--- src/rtl/rtc_alarm_pkg.sv ---
package rtc_alarm_pkg;

	// ------------------------------------------------------------
	// Register port geometry
	// ------------------------------------------------------------
	localparam int ADDR_W = 4;
	localparam int DATA_W = 8;

	// ------------------------------------------------------------
	// Register offsets
	// ------------------------------------------------------------
	localparam logic [ADDR_W-1:0] OFS_CLOCK_MINUTES  = 4'h1;
	localparam logic [ADDR_W-1:0] OFS_CLOCK_HOURS    = 4'h2;
	localparam logic [ADDR_W-1:0] OFS_CLOCK_WEEKDAY  = 4'h3;
	localparam logic [ADDR_W-1:0] OFS_CLOCK_DATE     = 4'h4;
	localparam logic [ADDR_W-1:0] OFS_ALARM_MINUTES  = 4'h8;
	localparam logic [ADDR_W-1:0] OFS_ALARM_HOURS    = 4'h9;
	localparam logic [ADDR_W-1:0] OFS_ALARM_WD_DATE  = 4'hA;
	localparam logic [ADDR_W-1:0] OFS_FEATURE_SELECT = 4'hD;
	localparam logic [ADDR_W-1:0] OFS_EVENT_FLAGS    = 4'hE;
	localparam logic [ADDR_W-1:0] OFS_IRQ_CONTROL    = 4'hF;

	// ------------------------------------------------------------
	// Field positions and masks
	// ------------------------------------------------------------
	localparam int COMPARE_MASK_BIT  = 7;
	localparam int WD_DATE_SEL_BIT   = 6;
	localparam int ALARM_FLAG_BIT    = 3;
	localparam int ALARM_IRQ_EN_BIT  = 3;
	localparam int CLOCK_HALT_BIT    = 1;

	localparam logic [DATA_W-1:0] MINUTE_FIELD  = 8'h7F;
	localparam logic [DATA_W-1:0] HOUR_FIELD    = 8'h3F;
	localparam logic [DATA_W-1:0] WEEKDAY_FIELD = 8'h7F;
	localparam logic [DATA_W-1:0] DATE_FIELD    = 8'h3F;
	localparam logic [DATA_W-1:0] CONTROL_RW    = 8'hFA;
	localparam logic [DATA_W-1:0] ZERO_BYTE     = 8'h00;
	localparam logic [DATA_W-1:0] RESET_BYTE    = 8'h00;

	// ------------------------------------------------------------
	// Carriers
	// ------------------------------------------------------------
	typedef struct packed {
		logic [ADDR_W-1:0] addr;
		logic [DATA_W-1:0] wdata;
		logic              wr;
		logic              rd;
	} reg_req_t;

	typedef struct packed {
		logic [DATA_W-1:0] minutes;
		logic [DATA_W-1:0] hours;
		logic [DATA_W-1:0] weekday;
		logic [DATA_W-1:0] date;
	} time_now_t;

	typedef struct packed {
		logic [DATA_W-1:0] minutes;
		logic [DATA_W-1:0] hours;
		logic [DATA_W-1:0] wd_date;
		logic              date_select;
	} alarm_cfg_t;

endpackage

--- src/rtl/rtc_alarm_irq.sv ---
// Design decision made here: strobed register access.
`timescale 1ns/1ps

// How it works
// Select 0 compares weekday, ignores date
// Select 1 compares date, ignores weekday
// Weekday alarm bits match any set day
// Bit 0 Sunday through bit 6 Saturday
// 24-hour BCD minute, hour, date compare
// All unmasked fields equal sets flag
// Flag set with enable pulls line low
// Bit 7 masks register from comparison
// All masks set fires every minute
// Clock halt suppresses all alarm events
// Alarm registers double as plain storage
// Flag stays set until zero written
// Writing one to flag does nothing
// Writing zero clears flag, releases line
// Disabling enable releases line, keeps flag
// Interrupt line is shared with others
// Alarm low never times out alone
// Software disables enable before programming
// Present time programmed fires next time
// Compare once per minute counter update
module rtc_alarm_irq (
	input  wire logic                    mclk_in,
	input  wire logic                    rst_in,
	input  wire logic                    ce_in,
	input  wire rtc_alarm_pkg::reg_req_t reg_req_in,
	output logic [rtc_alarm_pkg::DATA_W-1:0] reg_rdata_out,
	input  wire rtc_alarm_pkg::time_now_t now_in,
	input  wire logic                    minute_tick_in,
	input  wire logic                    other_irq_in,
	output logic                         clock_halt_out,
	output logic                         irq_out,
	output logic                         irq_oe_out
);
	import rtc_alarm_pkg::*;

	// ------------------------------------------------------------
	// Storage
	// ------------------------------------------------------------
	logic [DATA_W-1:0] alarm_minutes;
	logic [DATA_W-1:0] alarm_hours;
	logic [DATA_W-1:0] alarm_weekday_or_date;
	logic [DATA_W-1:0] feature_select;
	logic [DATA_W-1:0] interrupt_control;
	logic              alarm_flag;
	logic              next_alarm_flag;
	logic [DATA_W-1:0] next_rdata;

	logic              wr_hit;
	logic              match;
	logic              alarm_event;
	logic              flag_clear;
	logic              alarm_irq_enable;
	logic              weekday_or_date_select;
	logic              clock_halt;
	logic              alarm_pull;
	alarm_cfg_t        cfg;

	function automatic logic writes_to(input reg_req_t req,
		input logic [ADDR_W-1:0] ofs);
		writes_to = req.wr && (req.addr == ofs);
	endfunction

	assign wr_hit                 = ce_in && reg_req_in.wr;
	assign alarm_irq_enable       = interrupt_control[ALARM_IRQ_EN_BIT];
	assign weekday_or_date_select = feature_select[WD_DATE_SEL_BIT];
	assign clock_halt             = interrupt_control[CLOCK_HALT_BIT];
	assign clock_halt_out         = clock_halt;

	// ------------------------------------------------------------
	// Alarm registers, usable as plain storage
	// ------------------------------------------------------------
	always_ff @(posedge mclk_in or posedge rst_in) begin
		if (rst_in) begin
			alarm_minutes         <= RESET_BYTE;
			alarm_hours           <= RESET_BYTE;
			alarm_weekday_or_date <= RESET_BYTE;
		end else if (wr_hit) begin
			// Full byte kept so the registers serve as RAM too
			if (reg_req_in.addr == OFS_ALARM_MINUTES) begin
				alarm_minutes <= reg_req_in.wdata;
			end
			if (reg_req_in.addr == OFS_ALARM_HOURS) begin
				alarm_hours <= reg_req_in.wdata;
			end
			if (reg_req_in.addr == OFS_ALARM_WD_DATE) begin
				alarm_weekday_or_date <= reg_req_in.wdata;
			end
		end
	end

	// ------------------------------------------------------------
	// Feature select and interrupt control
	// ------------------------------------------------------------
	always_ff @(posedge mclk_in or posedge rst_in) begin
		if (rst_in) begin
			feature_select    <= RESET_BYTE;
			interrupt_control <= RESET_BYTE;
		end else if (wr_hit) begin
			if (reg_req_in.addr == OFS_FEATURE_SELECT) begin
				feature_select <= reg_req_in.wdata;
			end
			if (reg_req_in.addr == OFS_IRQ_CONTROL) begin
				// Clearing the enable drops only the line, not the flag
				interrupt_control <= reg_req_in.wdata & CONTROL_RW;
			end
		end
	end

	// ------------------------------------------------------------
	// Match detection
	// ------------------------------------------------------------
	assign cfg.minutes     = alarm_minutes;
	assign cfg.hours       = alarm_hours;
	assign cfg.wd_date     = alarm_weekday_or_date;
	assign cfg.date_select = weekday_or_date_select;

	alarm_match u_match (
		.cfg_in    (cfg),
		.now_in    (now_in),
		.match_out (match)
	);

	// Only the counter update moment counts, so a setting equal to the
	// present time waits for the counters to come round again
	assign alarm_event = ce_in && minute_tick_in && match
		&& !clock_halt;

	assign flag_clear = wr_hit && (reg_req_in.addr == OFS_EVENT_FLAGS)
		&& !reg_req_in.wdata[ALARM_FLAG_BIT];

	// ------------------------------------------------------------
	// Alarm flag: a new event wins over a same-cycle clear
	// ------------------------------------------------------------
	always_comb begin
		next_alarm_flag = alarm_flag;
		if (flag_clear) begin
			next_alarm_flag = 1'b0;
		end
		if (alarm_event) begin
			next_alarm_flag = 1'b1;
		end
	end

	always_ff @(posedge mclk_in or posedge rst_in) begin
		if (rst_in) begin
			alarm_flag <= 1'b0;
		end else if (ce_in) begin
			alarm_flag <= next_alarm_flag;
		end
	end

	// ------------------------------------------------------------
	// Shared open-drain interrupt line
	// ------------------------------------------------------------
	// No timer here: the low holds as long as flag and enable do
	assign alarm_pull = alarm_flag && alarm_irq_enable;
	assign irq_oe_out = alarm_pull || other_irq_in;
	assign irq_out    = 1'b0;

	// ------------------------------------------------------------
	// Read path, data one cycle after the strobe
	// ------------------------------------------------------------
	always_comb begin
		next_rdata = ZERO_BYTE;
		unique case (reg_req_in.addr)
			OFS_CLOCK_MINUTES:  next_rdata = now_in.minutes & MINUTE_FIELD;
			OFS_CLOCK_HOURS:    next_rdata = now_in.hours & HOUR_FIELD;
			OFS_CLOCK_WEEKDAY:  next_rdata = now_in.weekday & WEEKDAY_FIELD;
			OFS_CLOCK_DATE:     next_rdata = now_in.date & DATE_FIELD;
			OFS_ALARM_MINUTES:  next_rdata = alarm_minutes;
			OFS_ALARM_HOURS:    next_rdata = alarm_hours;
			OFS_ALARM_WD_DATE:  next_rdata = alarm_weekday_or_date;
			OFS_FEATURE_SELECT: next_rdata = feature_select;
			OFS_EVENT_FLAGS: begin
				next_rdata[ALARM_FLAG_BIT] = alarm_flag;
			end
			OFS_IRQ_CONTROL:    next_rdata = interrupt_control;
			default:            next_rdata = ZERO_BYTE;
		endcase
	end

	always_ff @(posedge mclk_in or posedge rst_in) begin
		if (rst_in) begin
			reg_rdata_out <= ZERO_BYTE;
		end else if (ce_in) begin
			// Holds old data outside reads; master samples only after rd
			if (reg_req_in.rd) begin
				reg_rdata_out <= next_rdata;
			end
		end
	end

	// ------------------------------------------------------------
	// Checks
	// ------------------------------------------------------------
	logic all_masked;
	assign all_masked = alarm_minutes[COMPARE_MASK_BIT]
		&& alarm_hours[COMPARE_MASK_BIT]
		&& alarm_weekday_or_date[COMPARE_MASK_BIT];

	logic min_ok;
	logic hour_ok;
	// Restated field compares so the checks do not lean on the matcher
	assign min_ok  = alarm_minutes[COMPARE_MASK_BIT]
		|| ((alarm_minutes & MINUTE_FIELD) == (now_in.minutes & MINUTE_FIELD));
	assign hour_ok = alarm_hours[COMPARE_MASK_BIT]
		|| ((alarm_hours & HOUR_FIELD) == (now_in.hours & HOUR_FIELD));

	a_flag_on_match: assert property (@(posedge mclk_in)
		disable iff (rst_in)
		ce_in && minute_tick_in && match && !clock_halt |=> alarm_flag)
		else $error("alarm flag not set on match");

	a_halt_blocks_event: assert property (@(posedge mclk_in)
		disable iff (rst_in)
		ce_in && clock_halt && !alarm_flag && !writes_to(reg_req_in,
		OFS_IRQ_CONTROL) |=> !alarm_flag)
		else $error("alarm fired while clock halted");

	a_flag_sticky: assert property (@(posedge mclk_in)
		disable iff (rst_in)
		alarm_flag && !flag_clear |=> alarm_flag)
		else $error("alarm flag dropped without a clear");

	a_write_one_noop: assert property (@(posedge mclk_in)
		disable iff (rst_in)
		ce_in && writes_to(reg_req_in, OFS_EVENT_FLAGS)
		&& reg_req_in.wdata[ALARM_FLAG_BIT] && !alarm_flag && !alarm_event
		|=> !alarm_flag)
		else $error("writing one changed the alarm flag");

	a_clear_releases: assert property (@(posedge mclk_in)
		disable iff (rst_in)
		flag_clear && !alarm_event |=> !alarm_flag && !alarm_pull)
		else $error("flag clear did not release the line");

	a_enable_off_keeps: assert property (@(posedge mclk_in)
		disable iff (rst_in)
		ce_in && writes_to(reg_req_in, OFS_IRQ_CONTROL)
		&& !reg_req_in.wdata[ALARM_IRQ_EN_BIT]
		|=> !alarm_pull && alarm_flag == $past(next_alarm_flag))
		else $error("enable clear mishandled line or flag");

	a_line_follows_flag: assert property (@(posedge mclk_in)
		disable iff (rst_in)
		alarm_flag && alarm_irq_enable |-> irq_oe_out && !irq_out)
		else $error("interrupt line not pulled for alarm");

	a_shared_line: assert property (@(posedge mclk_in)
		disable iff (rst_in)
		other_irq_in && !alarm_irq_enable |-> irq_oe_out)
		else $error("other source could not pull the line");

	a_every_minute: assert property (@(posedge mclk_in)
		disable iff (rst_in)
		ce_in && minute_tick_in && all_masked && !clock_halt |=> alarm_flag)
		else $error("fully masked alarm missed a minute");

	a_weekday_any_day: assert property (@(posedge mclk_in)
		disable iff (rst_in)
		ce_in && minute_tick_in && !clock_halt && !weekday_or_date_select
		&& min_ok && hour_ok
		&& ((alarm_weekday_or_date & now_in.weekday & WEEKDAY_FIELD)
		!= ZERO_BYTE) |=> alarm_flag)
		else $error("weekday bit match missed");

	a_date_mismatch: assert property (@(posedge mclk_in)
		disable iff (rst_in)
		ce_in && weekday_or_date_select && !alarm_flag
		&& !alarm_weekday_or_date[COMPARE_MASK_BIT]
		&& ((alarm_weekday_or_date & DATE_FIELD) != (now_in.date & DATE_FIELD))
		&& !writes_to(reg_req_in, OFS_ALARM_WD_DATE)
		&& !writes_to(reg_req_in, OFS_FEATURE_SELECT) |=> !alarm_flag)
		else $error("date mismatch raised the alarm");

	a_no_tick_no_event: assert property (@(posedge mclk_in)
		disable iff (rst_in)
		!minute_tick_in && !alarm_flag |=> !alarm_flag)
		else $error("alarm fired outside a counter update");

	a_storage_readback: assert property (@(posedge mclk_in)
		disable iff (rst_in)
		ce_in && reg_req_in.rd && reg_req_in.addr == OFS_ALARM_MINUTES
		|=> reg_rdata_out == $past(alarm_minutes))
		else $error("alarm register read back wrong");

	a_mask_bit_wild: assert property (@(posedge mclk_in)
		disable iff (rst_in)
		ce_in && minute_tick_in && !clock_halt && all_masked |-> match)
		else $error("masked fields still compared");

	a_pull_needs_enable: assert property (@(posedge mclk_in)
		disable iff (rst_in)
		!alarm_irq_enable && !other_irq_in |-> !irq_oe_out)
		else $error("line pulled with alarm enable off");

	a_pull_needs_flag: assert property (@(posedge mclk_in)
		disable iff (rst_in)
		!alarm_flag && !other_irq_in |-> !irq_oe_out)
		else $error("line pulled with alarm flag clear");

	a_line_holds: assert property (@(posedge mclk_in)
		disable iff (rst_in)
		alarm_pull && !flag_clear
		&& !(ce_in && writes_to(reg_req_in, OFS_IRQ_CONTROL)) |=> alarm_pull)
		else $error("alarm pull dropped by itself");

	a_rise_needs_match: assert property (@(posedge mclk_in)
		disable iff (rst_in)
		$rose(alarm_flag) |-> $past(match))
		else $error("alarm flag rose without a match");

	a_rise_needs_tick: assert property (@(posedge mclk_in)
		disable iff (rst_in)
		$rose(alarm_flag) |-> $past(ce_in && minute_tick_in))
		else $error("alarm flag rose without a counter update");

	a_halt_no_rise: assert property (@(posedge mclk_in)
		disable iff (rst_in)
		$rose(alarm_flag) |-> !$past(clock_halt))
		else $error("alarm flag rose while halted");

	a_flag_readback: assert property (@(posedge mclk_in)
		disable iff (rst_in)
		ce_in && reg_req_in.rd && reg_req_in.addr == OFS_EVENT_FLAGS
		|=> reg_rdata_out[ALARM_FLAG_BIT] == $past(alarm_flag))
		else $error("alarm flag read back wrong");

	a_minutes_mismatch: assert property (@(posedge mclk_in)
		disable iff (rst_in)
		ce_in && !alarm_flag && !min_ok |=> !alarm_flag)
		else $error("minute mismatch raised the alarm");

	a_hours_mismatch: assert property (@(posedge mclk_in)
		disable iff (rst_in)
		ce_in && !alarm_flag && !hour_ok |=> !alarm_flag)
		else $error("hour mismatch raised the alarm");

	a_weekday_miss: assert property (@(posedge mclk_in)
		disable iff (rst_in)
		ce_in && !alarm_flag && !weekday_or_date_select
		&& !alarm_weekday_or_date[COMPARE_MASK_BIT]
		&& ((alarm_weekday_or_date & now_in.weekday & WEEKDAY_FIELD)
		== ZERO_BYTE) |=> !alarm_flag)
		else $error("unselected weekday raised the alarm");

	a_date_hit: assert property (@(posedge mclk_in)
		disable iff (rst_in)
		ce_in && minute_tick_in && !clock_halt && weekday_or_date_select
		&& min_ok && hour_ok
		&& ((alarm_weekday_or_date & DATE_FIELD) == (now_in.date & DATE_FIELD))
		|=> alarm_flag)
		else $error("date match missed");

	a_ce_holds_flag: assert property (@(posedge mclk_in)
		disable iff (rst_in)
		!ce_in |=> $stable(alarm_flag))
		else $error("alarm flag moved while frozen");

	a_ce_holds_alarm: assert property (@(posedge mclk_in)
		disable iff (rst_in)
		!ce_in |=> $stable(alarm_minutes))
		else $error("alarm register moved while frozen");

endmodule

--- src/rtl/alarm_match.sv ---
`timescale 1ns/1ps

module alarm_match (
	input  wire rtc_alarm_pkg::alarm_cfg_t cfg_in,
	input  wire rtc_alarm_pkg::time_now_t  now_in,
	output logic                           match_out
);
	import rtc_alarm_pkg::*;

	// Masked BCD field equality; a set mask bit always matches
	function automatic logic field_hit(input logic [DATA_W-1:0] alarm,
		input logic [DATA_W-1:0] now, input logic [DATA_W-1:0] field);
		field_hit = alarm[COMPARE_MASK_BIT] ||
			((alarm & field) == (now & field));
	endfunction

	logic wd_hit;
	logic day_hit;

	always_comb begin
		// Weekday alarm is a set of days, counter is one bit per day
		wd_hit  = cfg_in.wd_date[COMPARE_MASK_BIT] ||
			((cfg_in.wd_date & now_in.weekday & WEEKDAY_FIELD)
			!= ZERO_BYTE);
		day_hit = field_hit(cfg_in.wd_date, now_in.date, DATE_FIELD);
		match_out = field_hit(cfg_in.minutes, now_in.minutes, MINUTE_FIELD)
			&& field_hit(cfg_in.hours, now_in.hours, HOUR_FIELD)
			&& (cfg_in.date_select ? day_hit : wd_hit);
	end

endmodule

--- config.mk ---
export PLATFORM = sky130hd
export DESIGN_NAME = rtc_alarm_irq
export DESIGN_NICKNAME = d
export VERILOG_FILES = /design/src/rtl/rtc_alarm_pkg.sv /design/src/rtl/rtc_alarm_irq.sv /design/src/rtl/alarm_match.sv
export SDC_FILE = /design/constraint.sdc
export NUM_CORES = 1
export LEC_CHECK = 0
export ABC_AREA = 0
export BUFFER_PORTS_ARGS = -buffer_cell sky130_fd_sc_hd__clkbuf_2
export CAP_MARGIN = 25
export CELL_PAD_IN_SITES_DETAIL_PLACEMENT = 1
export CELL_PAD_IN_SITES_GLOBAL_PLACEMENT = 2
export CORE_MARGIN = 2
export CORE_UTILIZATION = 35
export CTS_CLUSTER_SIZE = 28
export DETAILED_ROUTE_END_ITERATION = 16
export PLACE_DENSITY = 0.82
export SYNTH_ARGS = -nofsm -noshare
export SYNTH_HDL_FRONTEND = slang
export SYNTH_HIERARCHICAL = 1
export SYNTH_SLANG_ARGS = --single-unit
--- constraint.sdc ---
create_clock -name mclk_in -period 2 [get_ports mclk_in]
set_input_delay 0.6 -clock mclk_in [delete_from_list [all_inputs] [get_ports mclk_in]]
set_output_delay 0.6 -clock mclk_in [all_outputs]
set_load 0.01 [all_outputs]
==> summary.md, run 1 <==
| Metric | Value |
|---|---|
| Count of yosys warnings during synthesis | 6 |
| CTS Hold Bufs | 0 |
| Largest net degree at the start of global routing | 22 |
| I/O pin count | 62 |
| Static power due to leakage | ~1.6 nW |
| Number of distinct library cell variants in the gate-level netlist after synthesis | 48 |
| H-tree level count | 2 |
| Setup repair after global routing missed its margin | no |
| Top Family by Delay on Critical Path | simple AND/OR/NAND/NOR gates |
| Global-route wire length before repair | roughly 15000 um |
| Count of endpoints failing setup in the final report | 0 |
| Storage element area | between 1000 and 1500 um^2 |
| Total clock buffers created by CTS | 5 |
| Cell Count, Final, Fillers Out | 446 |
| Class of the worst hold path | in2async |
| Maximum clock rate | 556 MHz |
| Max-slew violation total from the final report | 0 |
| CTS tree | yes |
| Die height | approximately 94 um |
| Sequential fraction of the synthesis area | 0.418 |
| # diodes | 0 |
| Delay of the slowest cell on the worst path | 0.56 ns |
| Number of placement rows | 32 |
| Commonest cells after routing, fill and taps aside | 54 x clkbuf_2, 47 x dfrtp_1, 39 x mux2_2 |
| Overall track demand over capacity in global routing | 0.219 |
| Number of placed cells counting well taps | 439 |
| Number of enable-type register cells in the synthesized netlist | 0 |
| Worst path bufs/invs | 1 |
| Worst IR Drop VDD | 0.262 mV |
| Layout cells sized above 1 | 0.436 |
| Via count of the first global-routing pass | 2594 |
| Wirelength per Cell | 20.6 um |
| Total nets after synthesis | 309 |
| Data arrival, critical path | around 2.0 ns |
| Layout area overhead | 25.6% |
| Starting utilization of the core area | 0.362 |
| Cells traversed along the worst timing path | clkbuf_2 > nor2b_1 > a22oi_1 > o32ai_1 > nor3_1 > o21ai_0 |
| Critical Path Sink Type | flop |
| Time the final worst path needs with I/O delays and setup | around 1.8 ns |
| Root buffer selected by CTS | clkbuf_8 |
| Normalized max-slew margin | 0.551 |
| Final worst clock skew | 0.0101 ns |
| DRC errors left | 0 |
| Critical path start-end classification | in2reg |
| Max-capacitance violation count | 0 |
| Total wire length | a little over 9000 um |
| Placeable core region | approximately 7800 um^2 |
| Number of buffers added for setup after CTS | 0 |
| Primary flip-flop cell chosen by synthesis mapping | dfrtp_1 |
| Largest fanout on the critical path | 8 |
| Combined area of the multi-input logic cells | ~1500 um^2 |
| Most frequent standard cell in the layout excluding fill and tap cells | clkbuf_2 |
| Residual antenna-violating net count after detailed routing | 0 |
| Areal power density over the cells | 724 nW/um^2 |
| Clock insertion delay at the later pin of the skew report | 0.30 ns |
| Clock transition at the registers of the reported paths | 0.09 ns |
| Design area | 3530 um^2 |
| FF+latch count, synth | 47 |
| Overall die width | 93.7 um |
| Number of vias after detailed routing | 2462 |
| Buffers from clock root to sink, at most | 2 |
| Starting DRC count in detailed routing | around 130 |
| Via count normalized by instance count | between 5 and 6 |
| Die area | 8770 um^2 |
| Post-place instance area | 3450 um^2 |
| Fill cell instance count of the final layout | 878 |
| Post-synthesis cell area | 2810 um^2 |
| Outcome | finished, final reports clean |
| Required time at the worst-slack endpoint | between 2 and 2.5 ns |
| Share of the clock period used by the worst path after layout | 0.899 |
| Critical-path cell with the highest stage delay | nor2b_1 |
| Gate Count Post-Synth | 258 |
| Number of antenna violations at the first check in global routing | 0 |
| TritonCTS Sinks | 47 |
| Sum of net half-perimeters after detailed placement | ~7300 um |
| Mean post-synth cell area | between 10 and 15 um^2 |
| NumNets Final | 395 |
| Worst setup SP type | input pin |
| Actual slew at the worst max-slew pin | between 0.6 and 0.7 ns |
| Detailed-router iteration count before antenna repair | 4 |
| Placer congestion estimate | 0.883 |
| Final Hold Vio Count | 0 |
| Async SR Flop Fraction | 1.00 |
| Overflow left after global routing | 0 |
| Input/output buffers | 54 |
| Post-cts sizing count | 0 |
sequential cells by signal, indices dropped and copies added (netlist names):
register               cells
interrupt_control          6
reg_rdata_out              8
alarm_flag                 1
alarm_weekday_or_date      8
alarm_hours                8
feature_select             8
alarm_minutes              8
stage by stage:
| step | power, mW | hold WS [ns] | TNS, ns | utilization | setup WS [ns] |
|---|---|---|---|---|---|
| global placement | 1.95 | 0.460 | -0.0130 | 0.444 | -0.0130 |
| detailed placement | 1.98 | 0.471 | -0.237 | 0.444 | -0.0635 |
| global route | 2.72 | 0.302 | 0 | 0.455 | 0.0795 |
| floorplan | 1.67 | 0.480 | 0 | - | 0.161 |
| finish | 2.56 | 0.290 | 0 | 0.455 | 0.202 |
| CTS | 2.58 | 0.299 | 0 | 0.455 | 0.246 |
power breakdown:
part / switching (mW) / internal [mW] / total [mW]
Clock: 0.322 / 0.272 / 0.594
Combinational: 0.337 / 0.348 / 0.686
Sequential: 0.154 / 1.12 / 1.28
cell usage after synthesis (3+ instances only):
cell      number  share of area
a21oi_1        3         0.0053
a22oi_1       12          0.032
a311oi_1       3         0.0093
a31oi_1        9          0.020
a32oi_1        4          0.012
buf_2          5         0.0089
buf_4          6          0.016
dfrtp_1       47           0.42
mux2_2        39           0.16
mux2i_1        7          0.025
nand2_1       21          0.028
nand3_1        4         0.0071
nor2_1         7         0.0093
nor2b_1        7          0.016
nor3_1         5         0.0089
nor3_4         3          0.017
nor4_1         3         0.0067
o21ai_0       12          0.021
o22ai_1        5          0.011
xnor2_1        8          0.025
xor2_1        11          0.034
cell type report:
type                       instances  share of cell area
clock buffer                       6              0.0234
timing repair buffer              93               0.170
multi-input combinational        194               0.433
sequential                        47               0.333
inverter                           3             0.00319
tap                              102              0.0361
clock inverter                     1             0.00142
worst register-to-register path, cell delays in order, from the launching register on:
cell	delay, ns
dfrtp_1	0.44
xnor2_1	0.22
nand4_1	0.13
or4_1	0.43
a211oi_2	0.25
nand4b_1	0.13
nand2_1	0.08
kinds of logic (layout without fill, tap and decap cells):
family | count (synthesis) | after routing | share of synthesized area
mux | 46 | 46 | 0.181
flops | 47 | 47 | 0.418
buf+inv | 17 | 103 | 0.0382
other cells | 1 | 1 | 0.00133
simple gates | 66 | 66 | 0.148
xor+xnor | 19 | 19 | 0.0591
compound gates | 62 | 62 | 0.154
metal layers:
metal,track usage,vias to the layer above,wire (um)
met2,0.370,59,4520
li1,-,1142,-
met5,0,-,0
met4,0.0531,0,118
met3,0.0297,8,333
met1,0.299,1253,4220
path summary, 6_finish.rpt:
path	from	to	slack [ns]	cells after the start
max	reg_req_in[13]	reg_rdata_out[5]	0.20	6
min	rst_in	alarm_hours[1]	0.29	2
max reg2reg	alarm_weekday_or_date[1]	alarm_flag	0.26	6
min reg2reg	reg_rdata_out[6]	reg_rdata_out[6]	0.49	2
max in group asynchronous	rst_in	alarm_minutes[3]	1.13	3
min in group mclk_in	reg_rdata_out[6]	reg_rdata_out[6]	0.49	2
(Power assumes the default switching activity.)
==> run 2: changes to the inputs <==
--- a/config.mk
+++ b/config.mk
@@ -8,3 +8,2 @@
 export ABC_AREA = 0
-export BUFFER_PORTS_ARGS = -buffer_cell sky130_fd_sc_hd__clkbuf_2
 export CAP_MARGIN = 25
@@ -13,6 +12,7 @@
 export CORE_MARGIN = 2
-export CORE_UTILIZATION = 35
+export CORE_UTILIZATION = 40
 export CTS_CLUSTER_SIZE = 28
 export DETAILED_ROUTE_END_ITERATION = 16
-export PLACE_DENSITY = 0.82
+export DONT_BUFFER_PORTS = 1
+export PLACE_DENSITY = 0.8
 export SYNTH_ARGS = -nofsm -noshare
==> constraint.sdc (replaced) <==
create_clock -name mclk_in -period 2 [get_ports mclk_in]
set_input_delay 0.1 -clock mclk_in [delete_from_list [all_inputs] [get_ports mclk_in]]
set_output_delay 0.1 -clock mclk_in [all_outputs]
set_load 0.01 [all_outputs]
==> run 2 against run 1 <==
Hold slack got worse by 0.27 ns. Power is 2.5% lower. Via count decreased by 11%. Largest cell class unchanged. Die area is 12% lower. Register-to-register slack barely moved. Critical path depth is the same. Critical endpoint is now alarm_flag. Count of clock-buffer cells in the layout is the same. Final cell count down 18%. Sequential cell count did not move.
==> summary.md, run 2 (same netlist as run 1, synthesis figures left out) <==
| Metric | Value |
|---|---|
| Met3 Usage GRT | 0.0716 |
| Most frequent standard cell in the layout excluding fill and tap cells | dfrtp_1 |
| Placer congestion estimate | 0.890 |
| NumNets Final | between 300 and 400 |
| Global routing usage on met2 | 0.371 |
| Global-route met1 utilization | 0.320 |
| Delay of the slowest cell on the worst path | 0.44 ns |
| P_int | between 1.5 and 2 mW |
| Number of antenna violations at the first check in global routing | 0 |
| Max-slew violation total from the final report | 0 |
| Overall die width | approximately 90 um |
| Placement-stage worst setup slack | 0.315 ns |
| Critical-path cell with the highest stage delay | or4_1 |
| Net switching component of the power | 0.733 mW |
| Placeable core region | 6790 um^2 |
| Required time at the worst-slack endpoint | 2.25 ns |
| Die area | 7720 um^2 |
| Overflow left after global routing | 0 |
| Total clock buffers created by CTS | 5 |
| End-of-flow core utilization | 0.460 |
| Largest fanout on the critical path | 4 |
| Normalized max-slew margin | 0.491 |
| CTS tree | yes |
| Starting utilization of the core area | 0.414 |
| Combined area of the multi-input logic cells | around 1500 um^2 |
| Part of the power in the clock network | 0.275 |
| Setup repair after global routing missed its margin | no |
| Top Family by Delay on Critical Path | simple AND/OR/NAND/NOR gates |
| Fill cell instance count of the final layout | between 700 and 800 |
| Critical Path Sink Type | flop |
| Starting DRC count in detailed routing | 196 |
| Actual slew at the worst max-slew pin | 0.762 ns |
| Via count normalized by instance count | 5.99 |
| Final setup margin | 0.258 ns |
| Sum of net half-perimeters after detailed placement | between 6000 and 7000 um |
| H-tree level count | 2 |
| Storage element area | between 1000 and 1500 um^2 |
| Sequential fraction of design power | 0.520 |
| Worst IR Drop VDD | 0.494 mV |
| Die height | 87.9 um |
| Number of vias after detailed routing | 2192 |
| Critical path start-end classification | reg2reg |
| Wirelength per Cell | 23.5 um |
| Via count of the first global-routing pass | 2340 |
| Layout cells sized above 1 | 0.233 |
| Number of placement rows | 30 |
| Busiest layer in global routing | met2 |
| TritonCTS Sinks | 47 |
| Number of placed cells counting well taps | 347 |
| Layout area overhead | 11.1% |
| Clock insertion delay at the later pin of the skew report | roughly 0.3 ns |
| Commonest cells after routing, fill and taps aside | 47 x dfrtp_1, 39 x mux2_2, 21 x nand2_1 |
| DRC errors left | 0 |
| Overall track demand over capacity in global routing | 0.238 |
| Global-route wire length before repair | 13400 um |
| Final Hold Vio Count | 0 |
| Critical path startpoint | alarm_weekday_or_date[1] |
| Detailed-router iteration count before antenna repair | 4 |
| CTS Hold Bufs | 12 |
| Maximum clock rate | between 500 and 600 MHz |
| Worst setup SP type | flop |
| Final worst clock skew | 0.00723 ns |
| Class of the worst hold path | in2reg |
| Switch share | 0.294 |
| Buffers from clock root to sink, at most | 2 |
| Clock transition at the registers of the reported paths | 0.09 ns |
| Max-capacitance violation count | 0 |
| TNS Setup | 0 ns |
| Root buffer selected by CTS | clkbuf_8 |
| Largest net degree at the start of global routing | 31 |
| Count of endpoints failing setup in the final report | 0 |
| Number of buffers added for setup after CTS | 0 |
| Residual antenna-violating net count after detailed routing | 0 |
| Cells traversed along the worst timing path | xnor2_1 > nand4_1 > or4_1 > a211oi_2 > nand4b_1 > nand2_1 |
| Static power due to leakage | 1.28 nW |
| Post-cts sizing count | 0 |
| Time the final worst path needs with I/O delays and setup | 1.74 ns |
| Data arrival, critical path | between 1.5 and 2 ns |
| Worst Hold Launch | ce_in |
| Worst path bufs/invs | 0 |
| Share of the clock period used by the worst path after layout | 0.871 |
| Combinational group share of total power | 0.205 |
| Reg2Reg Launch Point | alarm_weekday_or_date[1] |
| Cell Count, Final, Fillers Out | 366 |
| I/O pin count | 62 |
| Areal power density over the cells | 799 nW/um^2 |
| Total wire length | 8590 um |
| # diodes | 0 |
| Outcome | finished, final reports clean |
| Final Total Pwr | approximately 2.5 mW |
| Input/output buffers | 0 |
==> run 2: final timing paths <==
kind	end	slack [ns]	cells after the start
min in group asynchronous	interrupt_control[4]	0.27	2
max	alarm_flag	0.26	6
max in group asynchronous	alarm_hours[0]	1.20	3
max reg2reg	alarm_flag	0.26	6
min reg2reg	feature_select[0]	0.52	1
min	reg_rdata_out[3]	0.02	2
==> run 2: stage by stage <==
step / instance area, um^2 / hold WS (ns)
detailed placement: 2900 / 0.0411
global placement: 2900 / 0.0436
CTS: 3130 / 0.0195
floorplan: 2810 / 0.233
finish: 3130 / 0.0169
global route: 3130 / 0.0374
==> run 2: final cells by class <==
type                       instances  area share
multi-input combinational        194       0.490
sequential                        47       0.376
timing repair buffer              19      0.0592
tap                               96      0.0384
clock buffer                       6      0.0232
clock inverter                     1     0.00961
inverter                           3     0.00360
==> run 2: power groups by stage <==
| stage | clock network (mW) | logic [mW] | registers, mW |
|---|---|---|---|
| final | 0.687 | 0.511 | 1.30 |
| after global routing | 0.741 | 0.558 | 1.33 |
| after CTS | 0.700 | 0.511 | 1.30 |
| after detailed placement | 0 | 0.481 | 1.32 |
| after global placement | 0 | 0.468 | 1.31 |
| after floorplan | 0 | 0.415 | 1.26 |
==> run 2: metal layers <==
metal	part of all wire	wire length (um)
met1	0.43	3670
met2	0.46	3980
met3	0.084	719
met4	0.025	217
met5	0	0
